$ cat src/inc/usc_map.svh
`ifndef USC_MAP_SVH
`define USC_MAP_SVH
// register byte addresses
`define USC_A_TXBUF    8'h00
`define USC_A_RXBUF    8'h04
`define USC_A_MAIN     8'h08
`define USC_A_RXCS     8'h0c
`define USC_A_INTCLK   8'h10
`define USC_A_PSR      8'h14
`define USC_A_BAUD     8'h18
`define USC_A_CLKPIN   8'h1c
// reset value of the main control/status register
`define USC_MAIN_RST   8'h01
// oversampling phases
`define USC_OVS_LAST   4'hf
`define USC_HALF_BIT   4'h7
`define USC_SHORT_LAST 4'hd
// character lengths
`define USC_MAX_BITS   4'h9
`define USC_BITS_8     4'h8
`define USC_BITS_7     4'h7
// prescaler works in half steps
`define USC_PRE_STEP   6'h02
// interrupt vector locations in program memory
`define USC_VEC_RX     8'hec
`define USC_VEC_TX     8'hee
`endif

$ cat src/inc/usc_pkg.sv
`include "usc_map.svh"
package usc_pkg;
  typedef struct packed {
    logic parity_enable;
    logic parity_sel_hi;
    logic tx_ninth_bit;
    logic char_len_hi;
    logic char_len_lo;
    logic err;
    logic rx_buffer_full;
    logic tx_buffer_empty;
  } usc_main_t;
  typedef struct packed {
    logic doe;
    logic fe;
    logic pe;
    logic spare;
    logic rx_ninth_bit;
    logic address_wait_mode;
    logic tx_active;
    logic rx_frame_err_active;
  } usc_rxcs_t;
  typedef struct packed {
    logic stop_two;
    logic stop_short;
    logic tx_pin_enable;
    logic sync_sel;
    logic rx_ext_clk;
    logic tx_ext_clk;
    logic rx_irq_enable;
    logic tx_irq_enable;
  } usc_intclk_t;
  typedef struct packed {
    logic [4:0] presc_code;
    logic [2:0] div_hi;
  } usc_psr_t;
  typedef enum logic [2:0] {TX_IDLE, TX_START, TX_DATA, TX_PARITY, TX_STOP} usc_tx_st_t;
  typedef enum logic [2:0] {RX_IDLE, RX_START, RX_DATA, RX_PARITY, RX_STOP} usc_rx_st_t;
  typedef struct packed {
    usc_main_t   main;
    usc_rxcs_t   rxcs;
    usc_intclk_t ic;
    usc_psr_t    prescaler_select_reg;
    logic [7:0]  baud;
    logic        clk_out_en;
    logic [7:0]  tx_hold;
    logic [8:0]  tx_shift;
    logic        tx_line;
    usc_tx_st_t  tx_st;
    logic [3:0]  tx_ph;
    logic [3:0]  tx_bits;
    logic        tx_par;
    logic        tx_stop2;
    logic [8:0]  rx_shift;
    logic [7:0]  rx_hold;
    usc_rx_st_t  rx_st;
    logic [3:0]  rx_ph;
    logic [3:0]  rx_bits;
    logic        rx_par;
    logic        ext_q;
    logic        cap_full;
    logic [31:0] prdata;
  } usc_state_t;
  typedef struct packed {
    logic [5:0]  acc;
    logic [10:0] cnt;
    logic        tick;
    logic        sclk;
  } usc_bg_t;
  localparam usc_state_t USC_ST_RST = '{main: usc_main_t'(`USC_MAIN_RST), tx_line: 1'b1,
                                        tx_st: TX_IDLE, rx_st: RX_IDLE, default: '0};
endpackage

$ cat src/inc/usc_baud_if.sv
`timescale 1ns/100ps
interface usc_baud_if;
  logic [4:0]  presc_code;
  logic [10:0] divisor;
  logic        tick16;
  logic        sclk_level;
  logic        sclk_rise;
  logic        sclk_fall;
  modport gen (input presc_code, input divisor, output tick16, output sclk_level, output sclk_rise,
               output sclk_fall);
  modport user (output presc_code, output divisor, input tick16, input sclk_level, input sclk_rise,
                input sclk_fall);
endinterface

$ cat src/verilog/usc_top.sv
// Added by the designer: the APB slave port and the address map.
`timescale 1ns/100ps
`include "usc_map.svh"
// Summary of operation
// - transmit pin driven only while the transmit pin enable is set
// - clock pin as input clocks engines; as output carries baud generator
// - asynchronous mode: sixteen phases per bit from the 16x tick
// - shifter takes holding buffer, sets buffer empty; buffer write clears it
// - transmit active set while sending, cleared after final stop bit
// - asynchronous receive: low line, recheck at half bit, then one mid-bit sample per bit
// - finished character copied to holding buffer, full set; read clears
// - frame error activity flag set on framing error, cleared on high line
// - synchronous: transmit on rising edge, receive on falling edge
// - synchronous with clock output: internal generator clocks each engine whose external clock select is clear
// - length code: 01 seven bits, 00 eight bits, 10 nine bits
// - nine-bit: ninth bit from control bit, stored in read-only flag, no parity
// - one or two stop bits, last one optionally seven eighths long
// - parity only for seven and eight bits, when enabled, type from selects
// - ninth transmit bit doubles as low parity select
// - receiver needs one stop bit whatever the stop setting
// - transmit request while buffer empty and enable; write removes it
// - receive request while buffer full and enable; read removes it
// - receive and transmit vectors are separate two-byte locations
// - transmit and receive clock sources chosen independently
// - prescaler 1 to 16 in half steps, then 11-bit divider
// - prescaler code zero stops the serial clock
// - parity select 00 odd, 01 even, 10 mark, 11 space
// - both length bits set: transmitter looped into receiver, nine bits
// - attention mode drops characters until ninth bit set, then clears itself
module usc_top (
  input  wire logic        pclk,
  input  wire logic        presetn,
  input  wire logic        psel,
  input  wire logic        penable,
  input  wire logic        pwrite,
  input  wire logic [7:0]  paddr,
  input  wire logic [31:0] pwdata,
  output logic      [31:0] prdata,
  output logic             pready,
  output logic             pslverr,
  input  wire logic        serial_rx_pin,
  output logic             serial_tx_pin_out,
  output logic             serial_tx_pin_oe,
  input  wire logic        serial_clock_pin_in,
  output logic             serial_clock_pin_out,
  output logic             serial_clock_pin_oe,
  output logic             tx_irq,
  output logic             rx_irq
);
  import usc_pkg::*;

  usc_state_t  st_reg;
  usc_state_t  st_next;
  usc_rxcs_t   rcap;
  logic        setup;
  logic        wr;
  logic        rd;
  logic        hit;
  logic        wr_txbuf;
  logic        rd_rxbuf;
  logic        rd_rxcs;
  logic        loop;
  logic        nine;
  logic        par_on;
  logic        sync;
  logic        rin;
  logic        ext_rise;
  logic        ext_fall;
  logic        tx_tick;
  logic        rx_tick;
  logic        tx_bend;
  logic        tx_load;
  logic        rx_samp;
  logic        rx_done;
  logic        rx_keep;
  logic [3:0]  nbits;
  logic [3:0]  tx_lim;
  logic [8:0]  rx_data;
  logic [31:0] rdv;

  usc_baud_if bif ();

  usc_baud_gen u_baud (
    .pclk    (pclk),
    .presetn (presetn),
    .bif     (bif)
  );

  function automatic logic par_bit(input logic p, input logic hi, input logic lo);
    // p is the xor of the data bits
    par_bit = hi ? ~lo : (lo ? p : ~p);
  endfunction

  ////////////////////////////////////////////////////////////////////////////////
  // bus decode
  assign setup    = psel & ~penable;
  assign wr       = psel & penable & pwrite;
  assign rd       = psel & penable & ~pwrite;
  assign hit      = paddr inside {`USC_A_TXBUF, `USC_A_RXBUF, `USC_A_MAIN, `USC_A_RXCS,
                                  `USC_A_INTCLK, `USC_A_PSR, `USC_A_BAUD, `USC_A_CLKPIN};
  assign wr_txbuf = wr && paddr == `USC_A_TXBUF;
  assign rd_rxbuf = rd && paddr == `USC_A_RXBUF;
  assign rd_rxcs  = rd && paddr == `USC_A_RXCS;
  assign rcap     = usc_rxcs_t'(st_reg.prdata[7:0]);
  assign pready   = 1'b1;
  assign pslverr  = psel & penable & ~hit;
  assign prdata   = st_reg.prdata;

  ////////////////////////////////////////////////////////////////////////////////
  // frame format and clock selection
  assign loop    = st_reg.main.char_len_hi & st_reg.main.char_len_lo;
  assign nine    = st_reg.main.char_len_hi;
  assign par_on  = st_reg.main.parity_enable & ~nine;
  assign sync    = st_reg.ic.sync_sel;
  assign nbits   = nine ? `USC_MAX_BITS : (st_reg.main.char_len_lo ? `USC_BITS_7 : `USC_BITS_8);
  assign rin     = loop ? st_reg.tx_line : serial_rx_pin;
  assign ext_rise = serial_clock_pin_in & ~st_reg.ext_q;
  assign ext_fall = ~serial_clock_pin_in & st_reg.ext_q;
  // independent sources; synchronous edges per direction
  assign tx_tick = st_reg.ic.tx_ext_clk ? ext_rise : (sync ? bif.sclk_rise : bif.tick16);
  assign rx_tick = st_reg.ic.rx_ext_clk ? (sync ? ext_fall : ext_rise)
                                        : (sync ? bif.sclk_fall : bif.tick16);
  assign tx_lim  = (st_reg.tx_st == TX_STOP && !st_reg.tx_stop2 && st_reg.ic.stop_short)
                   ? `USC_SHORT_LAST : `USC_OVS_LAST;
  assign tx_bend = tx_tick && (sync || st_reg.tx_ph == tx_lim);
  assign tx_load = !st_reg.main.tx_buffer_empty && !wr_txbuf &&
                   ((st_reg.tx_st == TX_IDLE && (!sync || tx_tick)) ||
                    (st_reg.tx_st == TX_STOP && tx_bend && !st_reg.tx_stop2));
  assign rx_samp = rx_tick && (sync || st_reg.rx_ph == `USC_OVS_LAST) &&
                   (st_reg.rx_st inside {RX_DATA, RX_PARITY, RX_STOP});
  assign rx_done = rx_samp && st_reg.rx_st == RX_STOP;
  assign rx_data = st_reg.rx_shift >> (`USC_MAX_BITS - nbits);
  assign rx_keep = ~st_reg.rxcs.address_wait_mode | (nine & rx_data[8]);

  assign bif.presc_code = st_reg.prescaler_select_reg.presc_code;
  assign bif.divisor    = {st_reg.prescaler_select_reg.div_hi, st_reg.baud};

  ////////////////////////////////////////////////////////////////////////////////
  // next state
  always_comb begin
    st_next       = st_reg;
    st_next.ext_q = serial_clock_pin_in;
    case (paddr)
      `USC_A_TXBUF:  rdv = {24'h000000, st_reg.tx_hold};
      `USC_A_RXBUF:  rdv = {24'h000000, st_reg.rx_hold};
      `USC_A_MAIN:   rdv = {24'h000000, st_reg.main};
      `USC_A_RXCS:   rdv = {24'h000000, st_reg.rxcs};
      `USC_A_INTCLK: rdv = {24'h000000, st_reg.ic};
      `USC_A_PSR:    rdv = {24'h000000, st_reg.prescaler_select_reg};
      `USC_A_BAUD:   rdv = {24'h000000, st_reg.baud};
      `USC_A_CLKPIN: rdv = {31'h00000000, st_reg.clk_out_en};
      default:       rdv = 32'h00000000;
    endcase
    if (setup) begin
      st_next.prdata   = rdv;
      st_next.cap_full = st_reg.main.rx_buffer_full;
    end
    // software writes
    if (wr) begin
      case (paddr)
        `USC_A_TXBUF: begin
          st_next.tx_hold              = pwdata[7:0];
          st_next.main.tx_buffer_empty = 1'b0;
        end
        `USC_A_MAIN: begin
          st_next.main.parity_enable = pwdata[7];
          st_next.main.parity_sel_hi = pwdata[6];
          st_next.main.tx_ninth_bit  = pwdata[5];
          st_next.main.char_len_hi   = pwdata[4];
          st_next.main.char_len_lo   = pwdata[3];
        end
        `USC_A_RXCS: begin
          st_next.rxcs.spare             = pwdata[4];
          st_next.rxcs.address_wait_mode = pwdata[2];
        end
        `USC_A_INTCLK: st_next.ic = usc_intclk_t'(pwdata[7:0]);
        `USC_A_PSR:    st_next.prescaler_select_reg = usc_psr_t'(pwdata[7:0]);
        `USC_A_BAUD:   st_next.baud = pwdata[7:0];
        `USC_A_CLKPIN: st_next.clk_out_en = pwdata[0];
        default: begin
        end
      endcase
    end
    // read side effects clear only what the reader saw
    if (rd_rxbuf && st_reg.cap_full) begin
      st_next.main.rx_buffer_full = 1'b0;
    end
    if (rd_rxcs) begin
      st_next.rxcs.doe = st_reg.rxcs.doe & ~rcap.doe;
      st_next.rxcs.fe  = st_reg.rxcs.fe & ~rcap.fe;
      st_next.rxcs.pe  = st_reg.rxcs.pe & ~rcap.pe;
    end
    if (rin) begin
      st_next.rxcs.rx_frame_err_active = 1'b0;
    end

    ////////////////////////////////////////////////////////////////////////////////
    // transmitter
    if (st_reg.tx_st != TX_IDLE) begin
      if (tx_tick) begin
        st_next.tx_ph = 4'(st_reg.tx_ph + 4'h1);
      end
      if (tx_bend) begin
        st_next.tx_ph = 4'h0;
        case (st_reg.tx_st)
          TX_START: begin
            st_next.tx_st = TX_DATA;
          end
          TX_DATA: begin
            st_next.tx_par   = st_reg.tx_par ^ st_reg.tx_shift[0];
            st_next.tx_shift = {1'b1, st_reg.tx_shift[8:1]};
            st_next.tx_bits  = 4'(st_reg.tx_bits + 4'h1);
            if (st_reg.tx_bits == 4'(nbits - 4'h1)) begin
              st_next.tx_st = par_on ? TX_PARITY : TX_STOP;
            end
          end
          TX_PARITY: begin
            st_next.tx_st = TX_STOP;
          end
          default: begin
            if (st_reg.tx_stop2) begin
              st_next.tx_stop2 = 1'b0;
            end else begin
              st_next.tx_st          = TX_IDLE;
              st_next.rxcs.tx_active = 1'b0;
            end
          end
        endcase
      end
    end
    if (st_next.tx_st == TX_STOP && st_reg.tx_st != TX_STOP) begin
      st_next.tx_stop2 = st_reg.ic.stop_two;
    end
    if (tx_load) begin
      st_next.tx_shift             = {st_reg.main.tx_ninth_bit, st_reg.tx_hold};
      st_next.main.tx_buffer_empty = 1'b1;
      st_next.rxcs.tx_active       = 1'b1;
      st_next.tx_st                = TX_START;
      st_next.tx_ph                = 4'h0;
      st_next.tx_bits              = 4'h0;
      st_next.tx_par               = 1'b0;
    end
    case (st_next.tx_st)
      TX_START:  st_next.tx_line = 1'b0;
      TX_DATA:   st_next.tx_line = st_next.tx_shift[0];
      TX_PARITY: st_next.tx_line = par_bit(st_next.tx_par, st_reg.main.parity_sel_hi,
                                           st_reg.main.tx_ninth_bit);
      default:   st_next.tx_line = 1'b1;
    endcase

    ////////////////////////////////////////////////////////////////////////////////
    // receiver
    case (st_reg.rx_st)
      RX_IDLE: begin
        if (rx_tick && !rin && !st_reg.rxcs.rx_frame_err_active) begin
          st_next.rx_st   = sync ? RX_DATA : RX_START;
          st_next.rx_ph   = 4'h0;
          st_next.rx_bits = 4'h0;
          st_next.rx_par  = 1'b0;
        end
      end
      RX_START: begin
        if (rx_tick) begin
          st_next.rx_ph = 4'(st_reg.rx_ph + 4'h1);
          if (st_reg.rx_ph == `USC_HALF_BIT) begin
            st_next.rx_ph = 4'h0;
            st_next.rx_st = rin ? RX_IDLE : RX_DATA;
          end
        end
      end
      default: begin
        if (rx_tick) begin
          st_next.rx_ph = 4'(st_reg.rx_ph + 4'h1);
        end
        if (rx_samp) begin
          case (st_reg.rx_st)
            RX_DATA: begin
              st_next.rx_shift = {rin, st_reg.rx_shift[8:1]};
              st_next.rx_par   = st_reg.rx_par ^ rin;
              st_next.rx_bits  = 4'(st_reg.rx_bits + 4'h1);
              if (st_reg.rx_bits == 4'(nbits - 4'h1)) begin
                st_next.rx_st = par_on ? RX_PARITY : RX_STOP;
              end
            end
            RX_PARITY: begin
              if (rin != par_bit(st_reg.rx_par, st_reg.main.parity_sel_hi, st_reg.main.tx_ninth_bit)) begin
                st_next.rxcs.pe = 1'b1;
              end
              st_next.rx_st = RX_STOP;
            end
            default: begin
              // one stop bit checked regardless of transmit stop setting
              st_next.rx_st = RX_IDLE;
              if (!rin) begin
                st_next.rxcs.fe                  = 1'b1;
                st_next.rxcs.rx_frame_err_active = 1'b1;
              end
              if (rx_keep) begin
                if (st_reg.main.rx_buffer_full && !(rd_rxbuf && st_reg.cap_full)) begin
                  st_next.rxcs.doe = 1'b1;
                end else begin
                  st_next.rx_hold             = rx_data[7:0];
                  st_next.rxcs.rx_ninth_bit   = nine & rx_data[8];
                  st_next.main.rx_buffer_full = 1'b1;
                end
                if (nine & rx_data[8]) begin
                  st_next.rxcs.address_wait_mode = 1'b0;
                end
              end
            end
          endcase
        end
      end
    endcase
    st_next.main.err = st_next.rxcs.doe | st_next.rxcs.fe | st_next.rxcs.pe;
  end

  always_ff @(posedge pclk or negedge presetn) begin
    if (!presetn) begin
      st_reg <= USC_ST_RST;
    end else begin
      st_reg <= st_next;
    end
  end

  ////////////////////////////////////////////////////////////////////////////////
  // pins and requests
  assign serial_tx_pin_out    = st_reg.tx_line;
  assign serial_tx_pin_oe     = st_reg.ic.tx_pin_enable;
  assign serial_clock_pin_out = bif.sclk_level;
  assign serial_clock_pin_oe  = st_reg.clk_out_en;
  // each request feeds its own vector slot
  assign tx_irq = st_reg.main.tx_buffer_empty & st_reg.ic.tx_irq_enable;
  assign rx_irq = st_reg.main.rx_buffer_full & st_reg.ic.rx_irq_enable;
endmodule

$ cat src/verilog/usc_baud_gen.sv
`timescale 1ns/100ps
`include "usc_map.svh"
module usc_baud_gen (
  input wire logic pclk,
  input wire logic presetn,
  usc_baud_if.gen  bif
);
  import usc_pkg::*;
  usc_bg_t    bg_reg;
  usc_bg_t    bg_next;
  logic [5:0] sum;
  logic [5:0] lim;
  logic       ptick;

  always_comb begin
    bg_next      = bg_reg;
    bg_next.tick = 1'b0;
    sum          = bg_reg.acc + `USC_PRE_STEP;
    lim          = {1'b0, bif.presc_code} + 6'h01;
    ptick        = 1'b0;
    if (bif.presc_code == 5'h00) begin
      // no clock: dividers cleared to zero, power down
      bg_next.acc = '0;
      bg_next.cnt = '0;
    end else begin
      // factor (code+1)/2 in half steps
      if (sum >= lim) begin
        ptick       = 1'b1;
        bg_next.acc = 6'(sum - lim);
      end else begin
        bg_next.acc = sum;
      end
      if (ptick) begin
        if (bg_reg.cnt == bif.divisor) begin
          bg_next.cnt  = '0;
          bg_next.tick = 1'b1;
          bg_next.sclk = ~bg_reg.sclk;
        end else begin
          bg_next.cnt = 11'(bg_reg.cnt + 11'h001);
        end
      end
    end
  end

  always_ff @(posedge pclk or negedge presetn) begin
    if (!presetn) begin
      bg_reg <= '0;
    end else begin
      bg_reg <= bg_next;
    end
  end

  assign bif.tick16     = bg_reg.tick;
  assign bif.sclk_level = bg_reg.sclk;
  assign bif.sclk_rise  = bg_reg.tick & bg_reg.sclk;
  assign bif.sclk_fall  = bg_reg.tick & ~bg_reg.sclk;
endmodule

$ cat config.mk
export PLATFORM = sky130hd
export DESIGN_NAME = usc_top
export DESIGN_NICKNAME = d
export VERILOG_FILES = /design/src/inc/usc_pkg.sv /design/src/inc/usc_baud_if.sv /design/src/verilog/usc_top.sv /design/src/verilog/usc_baud_gen.sv
export VERILOG_INCLUDE_DIRS = /design/src /design/src/inc
export SDC_FILE = /design/constraint.sdc
export NUM_CORES = 1
export LEC_CHECK = 0
export BUFFER_PORTS_ARGS = -buffer_cell sky130_fd_sc_hd__buf_4
export CORE_MARGIN = 10
export CORE_UTILIZATION = 37
export CTS_BUF_LIST = sky130_fd_sc_hd__clkbuf_8
export CTS_CLUSTER_DIAMETER = 60
export CTS_CLUSTER_SIZE = 28
export DETAILED_ROUTE_END_ITERATION = 6
export HOLD_SLACK_MARGIN = 0.12
export SYNTH_ARGS = -nofsm -noshare
export SYNTH_HDL_FRONTEND = slang
export SYNTH_SLANG_ARGS = --single-unit
export TNS_END_PERCENT = 100
$ cat constraint.sdc
create_clock -name pclk -period 2.8 [get_ports pclk]
set_input_delay 0.42 -clock pclk [delete_from_list [all_inputs] [get_ports pclk]]
set_output_delay 0.42 -clock pclk [all_outputs]
set_load 0.01 [all_outputs]
==> impl_metrics.csv, run 1 <==
group,metric,value,unit
logic_synthesis,avgSynthCellArea,9.68,µm²
power,p_per_area,484,mW/mm²
routing,vias_per_cell,5.19,
routing,drtIter0Drc,414,
floorplanning,die_height,160,µm
layout,n_antenna_cell,0,
logic_synthesis,synthCells,751,
clock_tree,clkLatencyLatePin,0.46,ns
logic_synthesis,synth_edf_count,0,
layout,largest_register_ffs,82,
clock_tree,cts_max_level,4,
clock_tree,cts_tree,"built",
logic_synthesis,yosys_warnings,0,
timing,fmax,0.385,GHz
worst_setup_path,cp_max_fo,9,
clock_tree,cts.clk_slew.worst_paths,0.08,ns
timing,slew_violations,0,
placed_design,gp_congestion,0.857,
placed_design,hpwl,13600,µm
power,ir_worst_vdd,276,µV
timing,finalWorstSetupSlack,0.204,ns
worst_setup_path,r2r_cells,11,
power,p_leak,3.88,nW
worst_setup_path,cp.arrival,2.95,ns
global_route,grt_start_max_net_pins,63,
timing,tightest_slew,0.679,ns
worst_setup_path,crit_buf_inv,2,
worst_setup_path,worstPathRequired,3.15,ns
worst_setup_path,crit_path_max_incr_delay,0.44,ns
timing,slew-limit-headroom,54.2,%
worst_setup_path,ff2ff_setup_slack,0.20,ns
timing,finalCriticalPeriod,2.60,ns
clock_tree,cts_sinks,130,
clock_tree,cts_buffers,17,
routing,drc,0,
layout,syn_to_final_growth,13.9,%
routing,ant_nets,0,
global_route,first_global_vias,5514,
timing,skew,0.0116,ns
worst_setup_path,cp_cell_sequence,"inv_1 > ha_1 > inv_1 > fa_1 > a21o_1 > a21oi_2 > o21ai_0 > a21oi_2 > nor3_4 > and3_1 > a221o_1",
worst_hold_path,worstHoldPathCells,3,
worst_hold_path,hp-class,"input pin to register",
logic_synthesis,ys_types,65,
floorplanning,num_io_pins,87,
clock_tree,cts.path.max_buffers,2,
run,drv_cap,0,
worst_setup_path,timing.rr.start,"bif.presc_code[0]",
floorplanning,die-area,0.0256,mm²
logic_synthesis,synth_area,0.00727,mm²
timing,setup_violations,0,
global_route,overflow,0,
floorplanning,die_w,160,µm
routing,route.vias.total,5598,
logic_synthesis,synth_ff_type,"dfrtp_1",
layout,post-route-util,42.7,%
worst_hold_path,whs_endpoint,"st_reg[87]",
layout,final_common_cell,"dfrtp_1",
routing,drt_wl_total,18300,µm
worst_setup_path,crit_family,"compound AO/OA/AOI/OAI gates",
worst_setup_path,worstSetupPathType,"register to register",
timing,rsz0062_at_grt,"no",
logic_synthesis,async_flop_share,100,%
placed_design,dp_worst_setup_slack,0.0222,ns
floorplanning,placementRows,51,
layout,drive_above_1_share,20.5,%
worst_setup_path,r2r_end,"u_baud.bg_reg[11]",
global_route,track_usage,14.6,%
floorplanning,core_area,0.0194,mm²
worst_setup_path,startpoint_type,"register",
routing,routedWlPerCell,16.9,µm
worst_hold_path,holdCritStartpoint,"pwdata[1]",
timing,fin_crit_sh,92.7,%
timing,fin_tns_setup,0,ns
run_status,outcome,"finished clean",
timing,hold_violations,0,
floorplanning,start_util,37.5,%
worst_setup_path,crit_path_end_kind,"register",
routing,firstDrtPassIters,5,
worst_setup_path,critPathSlowestCell,"fa_1",
global_route,grt_pass1_wl,30200,µm
layout,nNetsFinal,863,
global_route,antenna_found_initial,0,
clock_tree,cts_root_buffer,"clkbuf_8",
placed_design,port_buffers,37,
worst_setup_path,cp_num_cells,11,
logic_synthesis,ys_seq_area_share,44.8,%
layout,final_cell_mix,"dfrtp_1, nand2_1, buf_4, nor2_1, mux2_2",
logic_synthesis,ys_ff_latch,130,
-- power breakdown --
part / internal, W / switching [W]
clock network: 0.000743 / 0.000789
logic: 0.000201 / 0.000256
registers: 0.00194 / 0.0000782
-- cells by family after synthesis --
kind of cell / after synthesis / share of synthesized area (%)
XOR/XNOR: 29 / 3.50
adder cells (fa/ha/maj): 15 / 2.69
AO/OA/AOI/OAI: 168 / 15.3
AND/OR/NAND/NOR: 273 / 18.7
buffers and inverters: 72 / 5.60
multiplexers: 62 / 9.30
flip-flops: 130 / 44.8
other: 2 / 0.103
-- through the flow --
stage	std cells	instance area [µm²]	hold WS (ns)	power, W
2_1_floorplan	774	7350	0.124	0.00232
4_1_cts	1074	8210	0.173	0.00402
5_1_grt	1079	8280	0.183	0.00421
6_report	1079	8280	0.200	0.00401
3_3_place_gp	1040	7810	0.449	0.00248
3_5_place_dp	1040	7810	0.443	0.00248
-- layout make-up --
type,count,area (µm²)
fillers,1931,11100
flip-flops and latches,130,3260
well taps,265,332
clock inverters,13,110
clock buffers,19,262
inverters,10,37.5
multi-input cells,572,3720
repair buffers,70,563
-- worst min-delay path, delay by kind of cell --
family | cells | cell delay, ns
and+or+nand+nor | 2 | 0.10
buffers and inverters | 1 | 0.11
-- metal layers --
metal	part of all wire [%]	GRT usage, %	routed length, µm	vias up
met1	47	19.9	8610	2732
met4	0.91	3.67	167	0
met3	5.5	4.22	1010	17
li1	-	-	-	2722
met5	0	0	0	-
met2	46	22.2	8490	127
-- worst max-delay path by stage --
stage / start / endpoint / slack (ns)
after global placement: bif.presc_code[1] / u_baud.bg_reg[6] / 0.02
after floorplan: bif.presc_code[0] / u_baud.bg_reg[11] / 0.03
after CTS: bif.presc_code[0] / u_baud.bg_reg[2] / 0.01
after global routing: bif.presc_code[0] / u_baud.bg_reg[2] / 0.01
final: bif.presc_code[0] / u_baud.bg_reg[11] / 0.20
after detailed placement: bif.presc_code[1] / u_baud.bg_reg[6] / 0.02
-- cells in the mapped netlist, types with 7 or more instances --
library cell / number / area share, %
o21ai_0: 41 / 2.8
a22oi_1: 18 / 1.9
dfrtp_1: 128 / 44
and3_1: 16 / 1.4
a221o_1: 9 / 1.2
a21oi_1: 39 / 2.7
nand2b_1: 16 / 1.4
mux2i_1: 18 / 2.5
buf_2: 7 / 0.48
mux2_2: 44 / 6.8
nand3_1: 20 / 1.4
nand2_1: 107 / 5.5
and2_1: 7 / 0.60
xor2_1: 9 / 1.1
nor2b_1: 12 / 1.0
a22o_1: 11 / 1.3
inv_1: 10 / 0.52
a31oi_1: 12 / 1.0
clkbuf_1: 18 / 0.93
ha_1: 14 / 2.4
buf_4: 34 / 3.5
xnor2_1: 20 / 2.4
nor2_1: 52 / 2.7
-- timing repair --
action                     CTS  global route
hold buffers                 2             0
hold endpoints to repair    59             0
gates resized for setup      2             7
setup endpoints to repair    2            15
setup buffers                0             5
pin swaps                    0             2
No activity file was read; power rests on OpenSTA's default activity.
==> inputs of run 2 (changes only) <==
CORE_UTILIZATION = 50   (was 37)
GPL_ROUTABILITY_DRIVEN = 0   (was default)
HOLD_SLACK_MARGIN = default   (was 0.12)
PLACE_DENSITY = 0.73   (was default)
==> impl_metrics.csv, run 2 (synthesized netlist as in run 1, its figures left out) <==
group,metric,value,unit
routing,routedWlPerCell,17.7,µm
power,p_per_area,529,mW/mm²
global_route,track_usage,17.7,%
timing,fmax,0.372,GHz
global_route,overflow,0,
power,p_leak,3.90,nW
worst_setup_path,crit_path_max_incr_delay,0.45,ns
global_route,first_global_vias,5568,
routing,ant_nets,0,
power,power,0.00433,W
routing,drtIter0Drc,501,
worst_setup_path,timing.rr.start,"bif.presc_code[0]",
worst_setup_path,cp.arrival,3.07,ns
floorplanning,start_util,51.8,%
timing,setup_violations,0,
layout,final_cell_mix,"dfrtp_1, nand2_1, buf_4, nor2_1, mux2_2",
floorplanning,die_w,141,µm
global_route,grt_pass1_wl,28700,µm
worst_setup_path,crit_path_end_kind,"register",
timing,slew_violations,0,
floorplanning,num_io_pins,87,
floorplanning,die-area,0.0198,mm²
worst_setup_path,r2r_cells,11,
timing,fin_crit_sh,96.1,%
worst_setup_path,cp_max_fo,9,
layout,fillCellCount,1160,
worst_setup_path,startpoint_type,"register",
worst_hold_path,hp-class,"input pin to register",
layout,multi_input_area,0.00370,mm²
timing,finalCriticalPeriod,2.69,ns
clock_tree,cts_buffers,17,
clock_tree,cts.clk_slew.worst_paths,0.07,ns
timing,fin_hold_ws,0.104,ns
routing,firstDrtPassIters,5,
layout,seq_area,0.00326,mm²
clock_tree,cts_max_level,4,
routing,route.vias.total,5703,
worst_hold_path,worstHoldPathCells,1,
floorplanning,core_area,0.0140,mm²
run,drv_cap,0,
worst_hold_path,whs_endpoint,"st_reg[33]",
clock_tree,cts_tree,"built",
worst_setup_path,r2r_end,"u_baud.bg_reg[18]",
timing,slew-limit-headroom,55.8,%
global_route,antenna_found_initial,0,
routing,drt_wl_total,17500,µm
clock_tree,cts.path.max_buffers,2,
worst_setup_path,ff2ff_setup_slack,0.11,ns
timing,tightest_slew,0.656,ns
worst_setup_path,critPathSlowestCell,"or3b_2",
clock_tree,cts_sinks,130,
routing,drc,0,
power,ir_worst_vdd,343,µV
timing,skew,0.0108,ns
routing,vias_per_cell,5.78,
worst_setup_path,cp_cell_sequence,"ha_1 > xnor2_1 > ha_1 > a21o_1 > a21oi_1 > o21ai_1 > a21oi_2 > buf_4 > buf_4 > or3b_2 > a21oi_1",
timing,hold_violations,0,
layout,drive_above_1_share,19.6,%
worst_hold_path,holdCritStartpoint,"serial_clock_pin_in",
worst_setup_path,crit_buf_inv,2,
layout,syn_to_final_growth,12.7,%
layout,largest_register_ffs,82,
worst_setup_path,crit_start,"bif.presc_code[0]",
layout,n_antenna_cell,0,
layout,final_common_cell,"dfrtp_1",
worst_setup_path,crit_family,"compound AO/OA/AOI/OAI gates",
placed_design,hpwl,13000,µm
clock_tree,cts_root_buffer,"clkbuf_8",
placed_design,port_buffers,37,
layout,nNetsFinal,857,
floorplanning,die_height,141,µm
worst_setup_path,worstPathRequired,3.18,ns
floorplanning,placementRows,43,
worst_setup_path,worstSetupPathType,"register to register",
clock_tree,clkLatencyLatePin,0.46,ns
run_status,outcome,"finished clean",
global_route,grt_start_max_net_pins,73,
[run 2: cell types whose count changed in the layout (fill, tap and decap cells not counted), sizes merged]
| cell | previous run | this run |
|---|---|---|
| buf | 68 | 63 |
| clkinv | 5 | 3 |
| bufinv | 1 | 5 |
| dlygate4sd3 | 2 | 1 |
| inv | 12 | 11 |
| clkinvlp | 5 | 1 |
| clkbuf | 19 | 21 |
[run 2: how the worst max path moves through the flow]
| stage | slack (ns) | to | cells past startpoint |
|---|---|---|---|
| global placement | 0.11 | u_baud.bg_reg[7] | 11 |
| CTS | 0.02 | u_baud.bg_reg[8] | 11 |
| detailed placement | -0.01 | u_baud.bg_reg[8] | 11 |
| floorplan | 0.03 | u_baud.bg_reg[11] | 12 |
| global route | -0.03 | u_baud.bg_reg[18] | 12 |
| finish | 0.11 | u_baud.bg_reg[18] | 11 |
[run 2: where the power goes]
part | internal (W) | switching, W
logic | 0.000191 | 0.000251
clock network | 0.00115 | 0.000726
registers | 0.00194 | 0.0000791
total | 0.00328 | 0.00106
[run 2: timing repair]
item	in CTS	in global routing
resized for setup	2	4
setup buffers	0	4
gates cloned	0	0
hold endpoints to repair	34	0
hold buffers	1	0
setup endpoints to repair	7	12
pin swaps	0	1
[run 2: area by class of cell]
type | count | share of cell area [%]
Inverter | 10 | 0.458
Clock inverter | 10 | 2.20
Timing Repair Buffer | 64 | 6.05
Sequential cell | 130 | 39.8
Clock buffer | 21 | 3.53
Tap cell | 180 | 2.75
Multi-Input combinational cell | 572 | 45.2
[run 2: metal layers]
metal	part of all wire (%)	GRT usage, %	vias up
li1	-	-	2720
met1	44	22.2	2778
met2	48	28.4	176
met3	6.6	5.61	29
met4	1.7	5.71	0
met5	0	0	-
[run 2: per-stage QoR]
| stage | TNS (ns) | util, % | worst slack, ns | instances | instance area, µm² |
|---|---|---|---|---|---|
| 2_1_floorplan | 0 | - | 0.0302 | 774 | 7350 |
| 3_3_place_gp | 0 | 54.6 | 0.110 | 951 | 7660 |
| 3_5_place_dp | -0.0120 | 54.6 | -0.0120 | 951 | 7660 |
| 4_1_cts | 0 | 58.1 | 0.0187 | 983 | 8150 |
| 5_1_grt | -0.0356 | 58.3 | -0.0336 | 987 | 8190 |
| 6_report | 0 | 58.3 | 0.109 | 987 | 8190 |
